File: src/rtl/dhrm_cfg.svh
// Offsets, field positions, limits and timing counts of the drive map.
// Included by the filter, hour counter and register map files; definitions only.
`ifndef DHRM_CFG_SVH
`define DHRM_CFG_SVH

`define DHRM_OFS_FREQ_CMD      16'h0002
`define DHRM_OFS_STATE         16'h0003
`define DHRM_OFS_PV            16'h0005
`define DHRM_OFS_TRIP_CNT      16'h0011
`define DHRM_OFS_FREQ_MON      16'h1002
`define DHRM_OFS_CURR_MON      16'h1003
`define DHRM_OFS_ROT_DIR       16'h1004
`define DHRM_OFS_FB_HI         16'h1005
`define DHRM_OFS_FB_LO         16'h1006
`define DHRM_OFS_IN_TERM       16'h1007
`define DHRM_OFS_OUT_TERM      16'h1008
`define DHRM_OFS_SFREQ_HI      16'h1009
`define DHRM_OFS_SFREQ_LO      16'h100A
`define DHRM_OFS_VOLT_MON      16'h100C
`define DHRM_OFS_RUN_HI        16'h100E
`define DHRM_OFS_RUN_LO        16'h100F
`define DHRM_OFS_PON_HI        16'h1010
`define DHRM_OFS_PON_LO        16'h1011
`define DHRM_OFS_HEATSINK      16'h116A
`define DHRM_OFS_DC_BUS        16'h116C
`define DHRM_OFS_THERMAL       16'h116D

`define DHRM_MAX_FREQ          16'h0FA0
`define DHRM_MAX_PV            16'h03E8
`define DHRM_MAX_CURR          16'h07D0
`define DHRM_MAX_VOLT          16'h4E20
`define DHRM_MAX_TEMP          16'h07D0
`define DHRM_MAX_DCBUS         16'h270F
`define DHRM_MAX_THERM         16'h03E8
`define DHRM_MAX_STATE         16'h0009
`define DHRM_MAX_FB            32'h000F_41DC
`define DHRM_MAX_SFREQ         32'h003C_F960
`define DHRM_MAX_HOURS         32'h000F_423F

`define DHRM_FREQ_SRC_NET      8'h03
`define DHRM_FB_SRC_NET        8'h02

`define DHRM_EXC_NONE          8'h00
`define DHRM_EXC_RANGE         8'h21
`define DHRM_EXC_READ_ONLY     8'h22

`define DHRM_IN_TERM_MASK      16'h001F
`define DHRM_OUT_TERM_MASK     16'h073F

`define DHRM_CLK_MHZ           250
`define DHRM_FILT_TAU_MS       100
`define DHRM_FILT_CYCLES       (`DHRM_FILT_TAU_MS * `DHRM_CLK_MHZ * 1000)
`define DHRM_FILT_SHIFT        4
`define DHRM_SEC_PER_HOUR      3600
// 64-bit cast: an hour of cycles overflows 32-bit arithmetic
`define DHRM_HOUR_CYCLES       (64'(`DHRM_SEC_PER_HOUR) * `DHRM_CLK_MHZ * 1000000)

`endif

File: src/rtl/dhrm_pkg.sv
// Types shared by the drive holding register map.
// Numeric constants live in dhrm_cfg.svh.
package dhrm_pkg;

    typedef enum logic [3:0] {
        DHRM_ST_INITIAL,
        DHRM_ST_RESERVED,
        DHRM_ST_STOP,
        DHRM_ST_RUN,
        DHRM_ST_COAST,
        DHRM_ST_JOG,
        DHRM_ST_DC_BRAKE,
        DHRM_ST_RETRY,
        DHRM_ST_TRIP,
        DHRM_ST_UNDERVOLT
    } dhrm_state_t;

    typedef enum logic [1:0] {
        DHRM_ACC_NONE,
        DHRM_ACC_RO,
        DHRM_ACC_RW
    } dhrm_access_t;

    typedef logic [15:0] dhrm_word_t;

endpackage : dhrm_pkg

File: src/rtl/dhrm_current_filter.sv
// First order low-pass for the output current monitor.
// Assumes the raw sample is valid every enabled clock.
`timescale 1ns/1ps
`include "dhrm_cfg.svh"

module dhrm_current_filter
    import dhrm_pkg::*;
#(
    parameter int unsigned TICK_CYCLES = (`DHRM_FILT_CYCLES >> `DHRM_FILT_SHIFT)
) (
    input  wire logic        sys_clk,
    input  wire logic        rst_n,
    input  wire logic        clk_en,
    input  wire logic [15:0] raw_in,
    output logic      [15:0] filt_out
);

    // Tick period is tau/16, so alpha 1/16 per tick gives tau
    logic [31:0] tick_cnt_q;
    logic [23:0] acc_q;
    wire         tick = (tick_cnt_q >= TICK_CYCLES - 1);
    wire  [23:0] acc_next = acc_q - (acc_q >> `DHRM_FILT_SHIFT)
                            + {8'h00, raw_in};

    always_ff @(posedge sys_clk or negedge rst_n) begin
        if (!rst_n) begin
            tick_cnt_q <= 32'h0000_0000;
            acc_q      <= 24'h00_0000;
        end else if (clk_en) begin
            tick_cnt_q <= tick ? 32'h0000_0000 : tick_cnt_q + 32'h1;
            if (tick) begin
                acc_q <= acc_next;
            end
        end
    end

    assign filt_out = acc_q[`DHRM_FILT_SHIFT +: 16];

endmodule : dhrm_current_filter

File: src/rtl/dhrm_hour_counter.sv
// Saturating hour counter driven by a count enable.
// Assumes count_en is a level sampled on sys_clk.
`timescale 1ns/1ps
`include "dhrm_cfg.svh"

module dhrm_hour_counter
    import dhrm_pkg::*;
#(
    parameter longint unsigned HOUR_CYCLES = `DHRM_HOUR_CYCLES
) (
    input  wire logic        sys_clk,
    input  wire logic        rst_n,
    input  wire logic        clk_en,
    input  wire logic        count_en,
    output logic      [31:0] hours
);

    logic [39:0] sub_q;
    logic [31:0] hours_q;
    wire         hour_done = (sub_q >= 40'(HOUR_CYCLES - 1));

    always_ff @(posedge sys_clk or negedge rst_n) begin
        if (!rst_n) begin
            sub_q   <= 40'h00_0000_0000;
            hours_q <= 32'h0000_0000;
        end else if (clk_en && count_en) begin
            sub_q <= hour_done ? 40'h00_0000_0000 : sub_q + 40'h1;
            // Holds at the display limit rather than wrapping
            if (hour_done && hours_q < `DHRM_MAX_HOURS) begin
                hours_q <= hours_q + 32'h1;
            end
        end
    end

    assign hours = hours_q;

endmodule : dhrm_hour_counter

File: src/rtl/dhrm_regmap.sv
// Holding register bank of a motor drive, seen from the network side.
// Assumes a frame engine that gives one word request per strobe and
// returns the exception code; drive core supplies live samples.
//
// Functional notes
// Network integers are engineering values times 10 or 100; held scaled.
// Master scales written values into the listed range and reads back.
// One bit stands for the register's resolution, possibly fractional.
// Wide values use two consecutive offsets, high word then low word.
// Frequency command 0..4000, used only when source select is 03.
// Drive state register reports code 0 to 9, read only.
// Process value 0..1000, PID feedback only when source select is 02.
// Live output frequency reported 0..4000, read only.
// Output current filtered with 100 ms constant, 0..2000.
// Scaled PID feedback reported as word pair up to 999900.
// Five input terminals in bits 0 to 4.
// Output terminal bits 0..5 and 8..10 reported.
// Scaled output frequency as word pair up to 3996000.
// Output voltage reported 0..20000.
// Run and power-on hour counters, word pairs up to 999999.
// Heatsink temperature reported 0..2000.
// Trip events counted 0 to 65535, read only.
// DC bus voltage reported 0..9999.
// Electronic thermal accumulation reported 0..1000.
// Writes to read-only registers answer 22h and change nothing.
// Writes outside the permitted range answer 21h.
// Unlisted offsets read zero; writes to them answer 22h.
`timescale 1ns/1ps
`include "dhrm_cfg.svh"

module dhrm_regmap
    import dhrm_pkg::*;
#(
    parameter int unsigned     FILT_TICK   =
        (`DHRM_FILT_CYCLES >> `DHRM_FILT_SHIFT),
    parameter longint unsigned HOUR_CYCLES = `DHRM_HOUR_CYCLES
) (
    input  wire logic        sys_clk,
    input  wire logic        rst_n,
    input  wire logic        clk_en,
    // Word request from the frame engine
    input  wire logic        req_valid,
    input  wire logic        req_write,
    input  wire logic [15:0] req_addr,
    input  wire logic [15:0] req_wdata,
    output logic             rsp_valid,
    output logic      [15:0] rsp_rdata,
    output logic      [7:0]  rsp_exception,
    // Source selections held in the parameter store
    input  wire logic [7:0]  freq_source_select,
    input  wire logic [7:0]  feedback_source_select,
    input  wire logic [15:0] feedback_scale_factor,
    input  wire logic [15:0] freq_display_scale,
    input  wire logic [15:0] local_freq_ref,
    input  wire logic [15:0] local_process_value,
    // Live drive samples
    input  wire logic [3:0]  drive_state,
    input  wire logic [15:0] output_freq,
    input  wire logic [15:0] output_current_raw,
    input  wire logic [1:0]  rotation_dir,
    input  wire logic [4:0]  input_terminals,
    input  wire logic        run_output,
    input  wire logic        freq_arrival_const,
    input  wire logic        freq_arrival_over,
    input  wire logic        overload_output,
    input  wire logic        pid_deviation_output,
    input  wire logic        alarm_output,
    input  wire logic        dc_output,
    input  wire logic        feedback_compare_output,
    input  wire logic        network_loss_output,
    input  wire logic [15:0] output_voltage,
    input  wire logic [15:0] heatsink_temp,
    input  wire logic [15:0] dc_bus_volt,
    input  wire logic [15:0] thermal_accum,
    input  wire logic        trip_event,
    // Selected values handed to the drive core
    output logic      [15:0] freq_ref_out,
    output logic      [15:0] pid_feedback_out
);

    ////////////////////////////////////////////////////////////////////////
    // Helpers

    function automatic logic [15:0] sat16(input logic [15:0] v,
                                          input logic [15:0] lim);
        sat16 = (v > lim) ? lim : v;
    endfunction : sat16

    function automatic logic [31:0] sat32(input logic [31:0] v,
                                          input logic [31:0] lim);
        sat32 = (v > lim) ? lim : v;
    endfunction : sat32

    ////////////////////////////////////////////////////////////////////////
    // Writable registers and counters

    logic [15:0] output_freq_command_q;
    logic [15:0] network_process_value_q;
    logic [15:0] trip_event_count_q;
    logic        trip_event_d1_q;
    logic        rsp_valid_q;
    logic [15:0] rsp_rdata_q;
    logic [7:0]  rsp_exception_q;
    logic [15:0] curr_filt;
    logic [31:0] run_hours;
    logic [31:0] power_on_hours;

    dhrm_current_filter #(
        .TICK_CYCLES (FILT_TICK)
    ) u_curr_filt (
        .sys_clk  (sys_clk),
        .rst_n    (rst_n),
        .clk_en   (clk_en),
        .raw_in   (output_current_raw),
        .filt_out (curr_filt)
    );

    wire drive_running = (drive_state == 4'(DHRM_ST_RUN)) ||
                         (drive_state == 4'(DHRM_ST_JOG));

    dhrm_hour_counter #(
        .HOUR_CYCLES (HOUR_CYCLES)
    ) u_run_hours (
        .sys_clk  (sys_clk),
        .rst_n    (rst_n),
        .clk_en   (clk_en),
        .count_en (drive_running),
        .hours    (run_hours)
    );

    dhrm_hour_counter #(
        .HOUR_CYCLES (HOUR_CYCLES)
    ) u_pon_hours (
        .sys_clk  (sys_clk),
        .rst_n    (rst_n),
        .clk_en   (clk_en),
        .count_en (1'b1),
        .hours    (power_on_hours)
    );

    ////////////////////////////////////////////////////////////////////////
    // Derived monitor values

    // Scaled values are computed wide and clipped to the display range
    wire [31:0] fb_product    = 32'(pid_feedback_out) *
                                32'(feedback_scale_factor);
    wire [31:0] sfreq_product = 32'(output_freq) *
                                32'(freq_display_scale);
    wire [31:0] fb_mon    = sat32(fb_product, `DHRM_MAX_FB);
    wire [31:0] sfreq_mon = sat32(sfreq_product, `DHRM_MAX_SFREQ);
    wire [15:0] out_term  = {5'h00, network_loss_output,
                             feedback_compare_output, dc_output,
                             2'b00, alarm_output, pid_deviation_output,
                             overload_output, freq_arrival_over,
                             freq_arrival_const, run_output};
    wire [15:0] state_mon = (16'(drive_state) > `DHRM_MAX_STATE) ?
                            16'(DHRM_ST_INITIAL) : 16'(drive_state);


    assign freq_ref_out = (freq_source_select == `DHRM_FREQ_SRC_NET) ?
                          output_freq_command_q : local_freq_ref;

    assign pid_feedback_out =
        (feedback_source_select == `DHRM_FB_SRC_NET) ?
        network_process_value_q : local_process_value;

    ////////////////////////////////////////////////////////////////////////
    // Address decode

    logic [15:0]  rd_word;
    dhrm_access_t acc;

    always_comb begin
        rd_word = 16'h0000;
        acc     = DHRM_ACC_RO;
        case (req_addr)
            `DHRM_OFS_FREQ_CMD: begin
                rd_word = output_freq_command_q;
                acc     = DHRM_ACC_RW;
            end
            `DHRM_OFS_STATE:    rd_word = state_mon;
            `DHRM_OFS_PV: begin
                rd_word = network_process_value_q;
                acc     = DHRM_ACC_RW;
            end
            `DHRM_OFS_TRIP_CNT: rd_word = trip_event_count_q;
            `DHRM_OFS_FREQ_MON:
                rd_word = sat16(output_freq, `DHRM_MAX_FREQ);
            `DHRM_OFS_CURR_MON:
                rd_word = sat16(curr_filt, `DHRM_MAX_CURR);
            `DHRM_OFS_ROT_DIR:  rd_word = {14'h0000, rotation_dir};
            `DHRM_OFS_FB_HI:    rd_word = fb_mon[31:16];
            `DHRM_OFS_FB_LO:    rd_word = fb_mon[15:0];
            `DHRM_OFS_IN_TERM:
                rd_word = {11'h000, input_terminals}
                          & `DHRM_IN_TERM_MASK;
            `DHRM_OFS_OUT_TERM:
                rd_word = out_term & `DHRM_OUT_TERM_MASK;
            `DHRM_OFS_SFREQ_HI: rd_word = sfreq_mon[31:16];
            `DHRM_OFS_SFREQ_LO: rd_word = sfreq_mon[15:0];
            `DHRM_OFS_VOLT_MON:
                rd_word = sat16(output_voltage, `DHRM_MAX_VOLT);
            `DHRM_OFS_RUN_HI:   rd_word = run_hours[31:16];
            `DHRM_OFS_RUN_LO:   rd_word = run_hours[15:0];
            `DHRM_OFS_PON_HI:   rd_word = power_on_hours[31:16];
            `DHRM_OFS_PON_LO:   rd_word = power_on_hours[15:0];
            `DHRM_OFS_HEATSINK:
                rd_word = sat16(heatsink_temp, `DHRM_MAX_TEMP);
            `DHRM_OFS_DC_BUS:
                rd_word = sat16(dc_bus_volt, `DHRM_MAX_DCBUS);
            `DHRM_OFS_THERMAL:
                rd_word = sat16(thermal_accum, `DHRM_MAX_THERM);
            default: begin
                rd_word = 16'h0000;
                acc     = DHRM_ACC_NONE;
            end
        endcase
    end

    wire        is_freq_cmd = (req_addr == `DHRM_OFS_FREQ_CMD);
    // Raw integers kept as received; the core divides by 10 itself
    wire [15:0] wr_limit    = is_freq_cmd ? `DHRM_MAX_FREQ
                                          : `DHRM_MAX_PV;
    wire        wr_ro       = (acc != DHRM_ACC_RW);
    wire        wr_range    = (req_wdata > wr_limit);
    wire        wr_ok       = req_valid && req_write && !wr_ro && !wr_range;
    wire [7:0]  exc_d       = !req_write ? `DHRM_EXC_NONE :
                              wr_ro      ? `DHRM_EXC_READ_ONLY :
                              wr_range   ? `DHRM_EXC_RANGE :
                                           `DHRM_EXC_NONE;
    wire        trip_rise   = trip_event && !trip_event_d1_q;
    wire        trip_inc    = trip_rise && (trip_event_count_q != 16'hFFFF);

    ////////////////////////////////////////////////////////////////////////
    // State

    always_ff @(posedge sys_clk or negedge rst_n) begin
        if (!rst_n) begin
            output_freq_command_q   <= 16'h0000;
            network_process_value_q <= 16'h0000;
        end else if (clk_en && wr_ok) begin
            if (is_freq_cmd) begin
                output_freq_command_q <= req_wdata;
            end else begin
                network_process_value_q <= req_wdata;
            end
        end
    end

    always_ff @(posedge sys_clk or negedge rst_n) begin
        if (!rst_n) begin
            trip_event_count_q <= 16'h0000;
            trip_event_d1_q    <= 1'b0;
        end else if (clk_en) begin
            trip_event_d1_q <= trip_event;
            if (trip_inc) begin
                trip_event_count_q <= trip_event_count_q + 16'h1;
            end
        end
    end

    always_ff @(posedge sys_clk or negedge rst_n) begin
        if (!rst_n) begin
            rsp_valid_q     <= 1'b0;
            rsp_rdata_q     <= 16'h0000;
            rsp_exception_q <= `DHRM_EXC_NONE;
        end else if (clk_en) begin
            rsp_valid_q <= req_valid;
            if (req_valid) begin
                rsp_rdata_q     <= req_write ? 16'h0000 : rd_word;
                rsp_exception_q <= exc_d;
            end
        end
    end

    assign rsp_valid     = rsp_valid_q;
    assign rsp_rdata     = rsp_rdata_q;
    assign rsp_exception = rsp_exception_q;

endmodule : dhrm_regmap

File: config.mk
export PLATFORM = sky130hd
export DESIGN_NAME = dhrm_regmap
export DESIGN_NICKNAME = d
export VERILOG_FILES = /design/src/rtl/dhrm_pkg.sv /design/src/rtl/dhrm_current_filter.sv /design/src/rtl/dhrm_hour_counter.sv /design/src/rtl/dhrm_regmap.sv
export VERILOG_INCLUDE_DIRS = /design/src /design/src/rtl
export SDC_FILE = /design/constraint.sdc
export NUM_CORES = 2
export LEC_CHECK = 0
export BUFFER_PORTS_ARGS = -buffer_cell sky130_fd_sc_hd__buf_2
export CORE_MARGIN = 2
export CORE_UTILIZATION = 57
export DETAILED_ROUTE_END_ITERATION = 8
export GPL_TIMING_DRIVEN = 1
export PLACE_DENSITY = 0.82
export SETUP_SLACK_MARGIN = 0.4
export SKIP_CTS_REPAIR_TIMING = 1
export SYNTH_ARGS = -nofsm -noshare
export SYNTH_HDL_FRONTEND = slang
export SYNTH_SLANG_ARGS = --single-unit
File: constraint.sdc
create_clock -name sys_clk -period 7.2 [get_ports sys_clk]
set_clock_uncertainty 0.05 [all_clocks]
set_input_delay 0.72 -clock sys_clk [delete_from_list [all_inputs] [get_ports sys_clk]]
set_output_delay 0.72 -clock sys_clk [all_outputs]
set_load 0.02 [all_outputs]
After elaboration in Yosys (flattened, before gate mapping)
Cells that the tools add are included.
{ "op_classes": {"bitwise": 1, "n_reduce_logical": 22, "add_sub_neg": 8, "eq_ne": 27, "n_mux": 21, "n_lt_le_gt_ge": 15, "n_mul": 2} }
{ "op_table": {"columns": ["cell", "n"], "rows": [
  ["case mux 16 bit (21 select lines)", 1],
  ["equality test 16 x 13 -> 1 bit, second input constant", 17],
  ["two-way mux 16 bit", 9],
  ["adder 32 x 1 -> 32 bit, second input constant", 3],
  ["two-way mux 32 bit", 3],
  ["adder 40 x 1 -> 40 bit, second input constant", 2],
  ["greater-or-equal comparator 40 bit, second input constant", 2],
  ["two-way mux 40 bit", 2],
  ["less-than comparator 32 x 20 -> 1 bit, second input constant", 2],
  ["multiplier 16 x 16 -> 32 bit", 2],
  ["equality test 16 x 2 -> 1 bit, second input constant", 2],
  ["greater-or-equal comparator 32 x 21 -> 1 bit, second input constant", 1],
  ["greater-than comparator 16 x 11 -> 1 bit, second input constant", 2],
  ["greater-than comparator 32 x 20 -> 1 bit, second input constant", 1],
  ["greater-than comparator 32 x 22 -> 1 bit, second input constant", 1],
  ["adder 24 x 16 -> 24 bit", 1],
  ["subtractor 24 x 20 -> 24 bit", 1],
  ["OR reduction 19 bit", 1],
  ["two-way mux 6 bit", 3],
  ["adder 16 x 1 -> 16 bit, second input constant", 1],
  ["equality test 16 x 3 -> 1 bit, second input constant", 1],
  ["equality test 16 x 5 -> 1 bit, second input constant", 1],
  ["equality test 8 x 2 -> 1 bit, second input constant", 2],
  ["greater-than comparator 16 x 10 -> 1 bit, second input constant", 1],
  ["other kinds (18)", 34]
]} }
{ "totals": {"inputBits": 234, "regBits": 274, "output_inout_bits": 57} }

Longest topological paths before layout
{ "logic_depth": {"ltp_word": 9, "mapped_depth": 31, "depth_no_buf": 28} }

Hierarchy
Synthesis repeated with hierarchy kept, for this count alone.
{ "unflattened": {"hier_cells": 3991, "hier_area_um2": 34931.0} }
{ "by_module_without_submodules": {"columns": ["module", "n_inst", "area_each_um2", "cells_each"], "rows": [
  ["dhrm_regmap", 1, 23495.0, 2801],
  ["dhrm_hour_counter", 2, 3482.1, 342],
  ["dhrm_current_filter", 1, 4471.8, 506]
]} }

Least setup slack after synthesis
OpenSTA, ideal clock, no wires.
{ "synth_timing": {"kind": "in2reg", "start": "input feedback_source_select[3]", "end": "register rsp_rdata_q[2], in the netlist rsp_rdata[2]", "path_slack_ns": -1.402, "arrival_ns": 8.421, "path_stages": 27, "required_ns": 7.018, "n_path_buf": 2, "cell_sequence": "nor4b_1 nand2_1 clkbuf_1 mux2_2 clkbuf_1 nand2_1 fa_1 fa_1 inv_1 fa_1 fa_1 fa_1 inv_1 fa_1 inv_1 ha_1 and3_1 nand3_1 a31o_2 a31oi_1 a21oi_1 xnor2_1 a2111oi_0 nand4_1 o41ai_1 o311ai_0 a2bb2oi_1"} }
{ "synth_via": {"elab_chain_cells": 7} }
{ "synth_rtl": {"columns": ["item", "line", "text"], "rows": [
  ["start: declaration", "dhrm_regmap.sv:51", "input wire logic [7:0] feedback_source_select,"],
  ["equality test 8 x 2 -> 1 bit (no source line) (*)", null, null],
  ["two-way mux 16 bit (*)", "dhrm_regmap.sv:164", "(feedback_source_select == `DHRM_FB_SRC_NET) ?"],
  ["net pid_feedback_out[9]", "dhrm_regmap.sv:78", "output logic [15:0] pid_feedback_out"],
  ["multiplier 16 x 16 -> 32 bit (*)", "dhrm_regmap.sv:145", "wire [31:0] fb_product = 32'(pid_feedback_out) *"],
  ["greater-than comparator 32 x 20 -> 1 bit", "dhrm_regmap.sv:91", "sat32 = (v > lim) ? lim : v;"],
  ["two-way mux 32 bit (*)", "dhrm_regmap.sv:91", null],
  ["case mux 16 bit (21 select lines) (*)", "dhrm_regmap.sv:176", "case (req_addr)"],
  ["two-way mux 16 bit (*)", "dhrm_regmap.sv:270", "rsp_rdata_q <= req_write ? 16'h0000 : rd_word;"],
  ["end signal: assignment", "dhrm_regmap.sv:270", null],
  ["end: declaration", "dhrm_regmap.sv:102", "logic [15:0] rsp_rdata_q;"]
]} }
Mark *: on every way through the listed nets, which the timed path passes. The rest lies on a longest branch.
A chain may end at the register's enable or synchronous reset.

Final worst setup path
{ "layout_timing": {"start": "input feedback_source_select[2]", "end": "register rsp_rdata_q[9], in the netlist rsp_rdata[9]"} }
{ "layout_via": {"elab_chain_cells": 7} }
{ "layout_rtl": {"columns": ["item", "line"], "rows": [
  ["equality test 8 x 2 -> 1 bit (no source line) (*)", null],
  ["two-way mux 16 bit (*)", "dhrm_regmap.sv:164"],
  ["multiplier 16 x 16 -> 32 bit (*)", "dhrm_regmap.sv:145"],
  ["greater-than comparator 32 x 20 -> 1 bit", "dhrm_regmap.sv:91"],
  ["two-way mux 32 bit (*)", "dhrm_regmap.sv:91"],
  ["case mux 16 bit (21 select lines) (*)", "dhrm_regmap.sv:176"],
  ["two-way mux 16 bit (*)", "dhrm_regmap.sv:270"]
]} }
Every way passes the cells marked *; elsewhere a longest branch is shown, timed or not.

==> results by stage <==
Logic synthesis:
- The count of distinct cell types in the synthesized netlist is 96.
- The sequential cell area fraction in the yosys report is 19.84%.
- The area of the mapped netlist is 33930 µm².
- The synthesized area per cell is 8.715 µm².
- Among all flip-flop cells after synthesis, the most frequent one is sky130_fd_sc_hd__dfrtp_1.
- The synthesized design contains 0 enable-type register cells.
- The synthesized flop and latch total is 269.
- For this run, asynchronously set or reset flops after synthesis account for 100.0%.
- The cell count after synthesis came out at between 3000 and 4000.
- For this run, the number of Yosys warnings is 0.

Cells and area:
- Leaving out fill and tap cells, the most frequent cell in the layout is sky130_fd_sc_hd__inv_1.
- The layout cell share with drive strength beyond 1 is 18.94%.
- The final instance area is 39710 µm².
- The post-route non-filler standard cell count is between 5000 and 6000.
- Relative to the synthesized area, the layout overhead comes to 17.05%.
- The net count of the finished layout is 5261.
- The fraction of the core area covered by cells at the end of the flow is 67.42%.
- In the layout the commonest cells are 542 x sky130_fd_sc_hd__inv_1, 480 x sky130_fd_sc_hd__nand2_1, 398 x sky130_fd_sc_hd__fa_1.
- The fill cell total of the finished layout is 4617.

Drt:
- Once detail routing completed, the nets flagged for antenna violations numbered 0.
- Detailed routing inserted a total of 30711 vias.
- The average wire per standard cell is 20.09 µm.
- In this run, the number of DRC markers left after iteration 0 of detailed routing was 2964.
- Summed over all layers, the routed wires come to 104000 µm.
- The pre-antenna-repair detailed-routing pass consisted of 9 iterations.
- Dividing the detail-routed via count by the number of cells gives 5.931.
- The remaining design rule violation count is 0.

Clocking:
- The clock latency on the worst-skew pair is 0.59 ns.
- The worst-case clock buffer depth is 3.
- The clock net sink count is 269.
- The root cell of the clock tree is sky130_fd_sc_hd__clkbuf_16.
- The CTS buffer count is 29.
- TritonCTS built the clock tree.
- In this run the number of H-tree levels came out at 1.
- The register clock-pin slew on the reported worst setup and hold paths is around 0.06 ns.

STA:
- For the pin with the worst max-slew slack, the measured transition is 1.329 ns.
- The headroom to the max-slew limit is 11.07%.
- The worst setup slack after layout is -0.4076 ns.
- The maximum clock rate is 0.1314 GHz.
- The final hold slack is 0.06397 ns.
- The minimum period implied by the final worst setup slack is approximately 7.6 ns.
- Setup repair after global routing could not meet its margin everywhere.
- The final-report max-slew violation count is 0.
- The final worst-path cycle share is 105.7%.
- The count of final setup violators is 16.
- The total count of hold-check failures in the final report is 0.

Worst setup path:
- The cell that appears most often on the critical path is sky130_fd_sc_hd__fa_1.
- The type of element capturing the critical path is a register.
- In this design, the stage delay of the slowest critical-path cell is ~0.54 ns.
- Grouping stages by cell kind, the critical path spends the most delay in adder cells.
- The category of the worst setup path launch point is an input pin.
- The required time at the endpoint of the critical path is approximately 7.7 ns.
- Data arrives at the worst endpoint at 8.06 ns.
- The critical path class is input pin to register.
- Of all nets on the critical path, the largest fanout is 19.
- The number of buffers and inverters on the critical path is 9.
- The worst-path cell with the longest stage delay is sky130_fd_sc_hd__fa_1.

Die:
- Measured along the y axis, the die boundary spans ~250 µm.
- The floorplan has 89 rows.
- The chip width is 248.0 µm.
- The die covers 61490 µm².
- The core box area is 58910 µm².
- During I/O placement, the number of pins put on the boundary was 291.
- The starting density of the core is 57.60%.

Global routing:
- The via count of the first global-routing pass is 30932.
- The number of antenna violations at the first check in global routing was 16.
- The overall track demand over capacity in global routing is 34.17%.
- The pin count of the biggest net entering global routing is 179.
- Global routing finished with a remaining overflow of 0.
- The first-pass GRT wire length is 164000 µm.

Placed design:
- The number of placed cells counting well taps is ~5100.
- The detailed-placement wirelength estimate is roughly 85000 µm.
- The count of input and output buffers is 285.
- The placed instances occupy a cell area of 38460 µm².
- At the end of routability-driven placement, the weighted congestion stood at between 1 and 1.5.

Flow run:
- The number of max-cap violations is 0.

Min path:
- The worst hold-check path type is input pin to asynchronous set/reset pin.

Power and ir drop:
- The total power density per cell area is about 550 nW/µm².
- Across the VDD grid, the largest voltage drop is approximately 0.00085 V.
- For this design the static power due to leakage is between 20 and 25 nW.

Status:
- The flow ran to the end, but the final reports show violations.
- The final reports fail on negative setup slack.
[per-stage QoR]
step                      power [mW]  setup WS (ns)  TNS, ns
final                          21.81        -0.4076   -5.347
after detailed placement       19.50         -1.089   -16.03
after CTS                      21.20        -0.5338   -7.037
after floorplan                12.81        -0.6014   -7.415
after global routing           23.78        -0.6330   -8.993
after global placement         19.27        -0.9003   -13.17
[cell families (layout without fill, tap and decap cells)]
group	after synthesis	in the layout	synth area share, %
and+or+nand+nor	1434	1434	20.77
buffers and inverters	717	1216	8.028
adders and majority gates	650	650	32.91
AOI/OAI and AO/OA	569	569	11.43
DFF	269	269	19.84
xor gates and xnor gates	185	185	4.776
muxes	68	71	2.235
other	1	11	0.01105
[final timing paths]
check | from | endpoint | slack [ns] | cells past startpoint
min in group sys_clk | req_wdata[8] | output_freq_command_q[8]$_DFFE_PN0P_ | 0.35 | 2
max in group asynchronous | rst_n | rsp_rdata[10]$_DFFE_PN0P_ | 5.61 | 2
worst max register to register | network_process_value_q[5]$_DFFE_PN0P_ | rsp_rdata[9]$_DFFE_PN0P_ | -0.14 | 26
worst min register to register | u_pon_hours.hours[28]$_DFFE_PN0P_ | u_pon_hours.hours[28]$_DFFE_PN0P_ | 0.36 | 0
worst min-delay path | rst_n | u_curr_filt.acc_q[20]$_DFFE_PN0P_ | 0.06 | 1
worst max-delay path | feedback_source_select[2] | rsp_rdata[9]$_DFFE_PN0P_ | -0.41 | 31
[area by class of cell]
class,instances,area (µm²),share of cell area (%)
multi-input combinational,2914,24990,62.92
timing repair buffer,610,3953,9.953
tap,773,967.2,2.435
clock inverter,12,141.4,0.3560
clock buffer,41,840.8,2.117
inverter,553,2076,5.227
antenna,6,15.01,0.03781
sequential,269,6731,16.95
[metal layers]
metal	routed length, µm	share of wire (%)	up-vias	track usage [%]
met3	12110	12	302	9.267
li1	-	-	13805	-
met4	4445	4.3	14	13.05
met2	46930	45	1585	53.38
met1	40450	39	15005	45.48
met5	92	0.088	-	0
[sequential cells by signal (all words and copies together), names as in the netlist, 16 cells and up]
signal and flops:
u_pon_hours.sub_q 40, u_run_hours.sub_q 40, u_curr_filt.tick_cnt_q 32, u_pon_hours.hours 32
u_run_hours.hours 32, u_curr_filt.acc_q 24, network_process_value_q 16, output_freq_command_q 16
rsp_rdata 16, trip_event_count_q 16
[synth_stat cells (80+ instances only)]
library cell	instances	area [µm²]
sky130_fd_sc_hd__and2_1	240	1501
sky130_fd_sc_hd__xnor2_1	80	700.7
sky130_fd_sc_hd__dfrtp_1	269	6731
sky130_fd_sc_hd__inv_1	552	2072
sky130_fd_sc_hd__clkbuf_1	146	548.0
sky130_fd_sc_hd__ha_1	246	3078
sky130_fd_sc_hd__nand3_1	112	560.5
sky130_fd_sc_hd__o21ai_0	126	630.6
sky130_fd_sc_hd__nand2_1	483	1813
sky130_fd_sc_hd__nor2_1	270	1013
sky130_fd_sc_hd__fa_1	404	8088
sky130_fd_sc_hd__xor2_1	105	919.6
sky130_fd_sc_hd__a21oi_1	113	565.5
[where the power goes]
part	total (mW)	leakage [nW]	internal [mW]	switching [mW]
registers	1.64	3.68	1.57	0.0678
logic	18.6	15.9	9.00	9.61
clock network	1.56	0.486	0.891	0.668
Note: power is estimated with default switching activity, not from simulation.
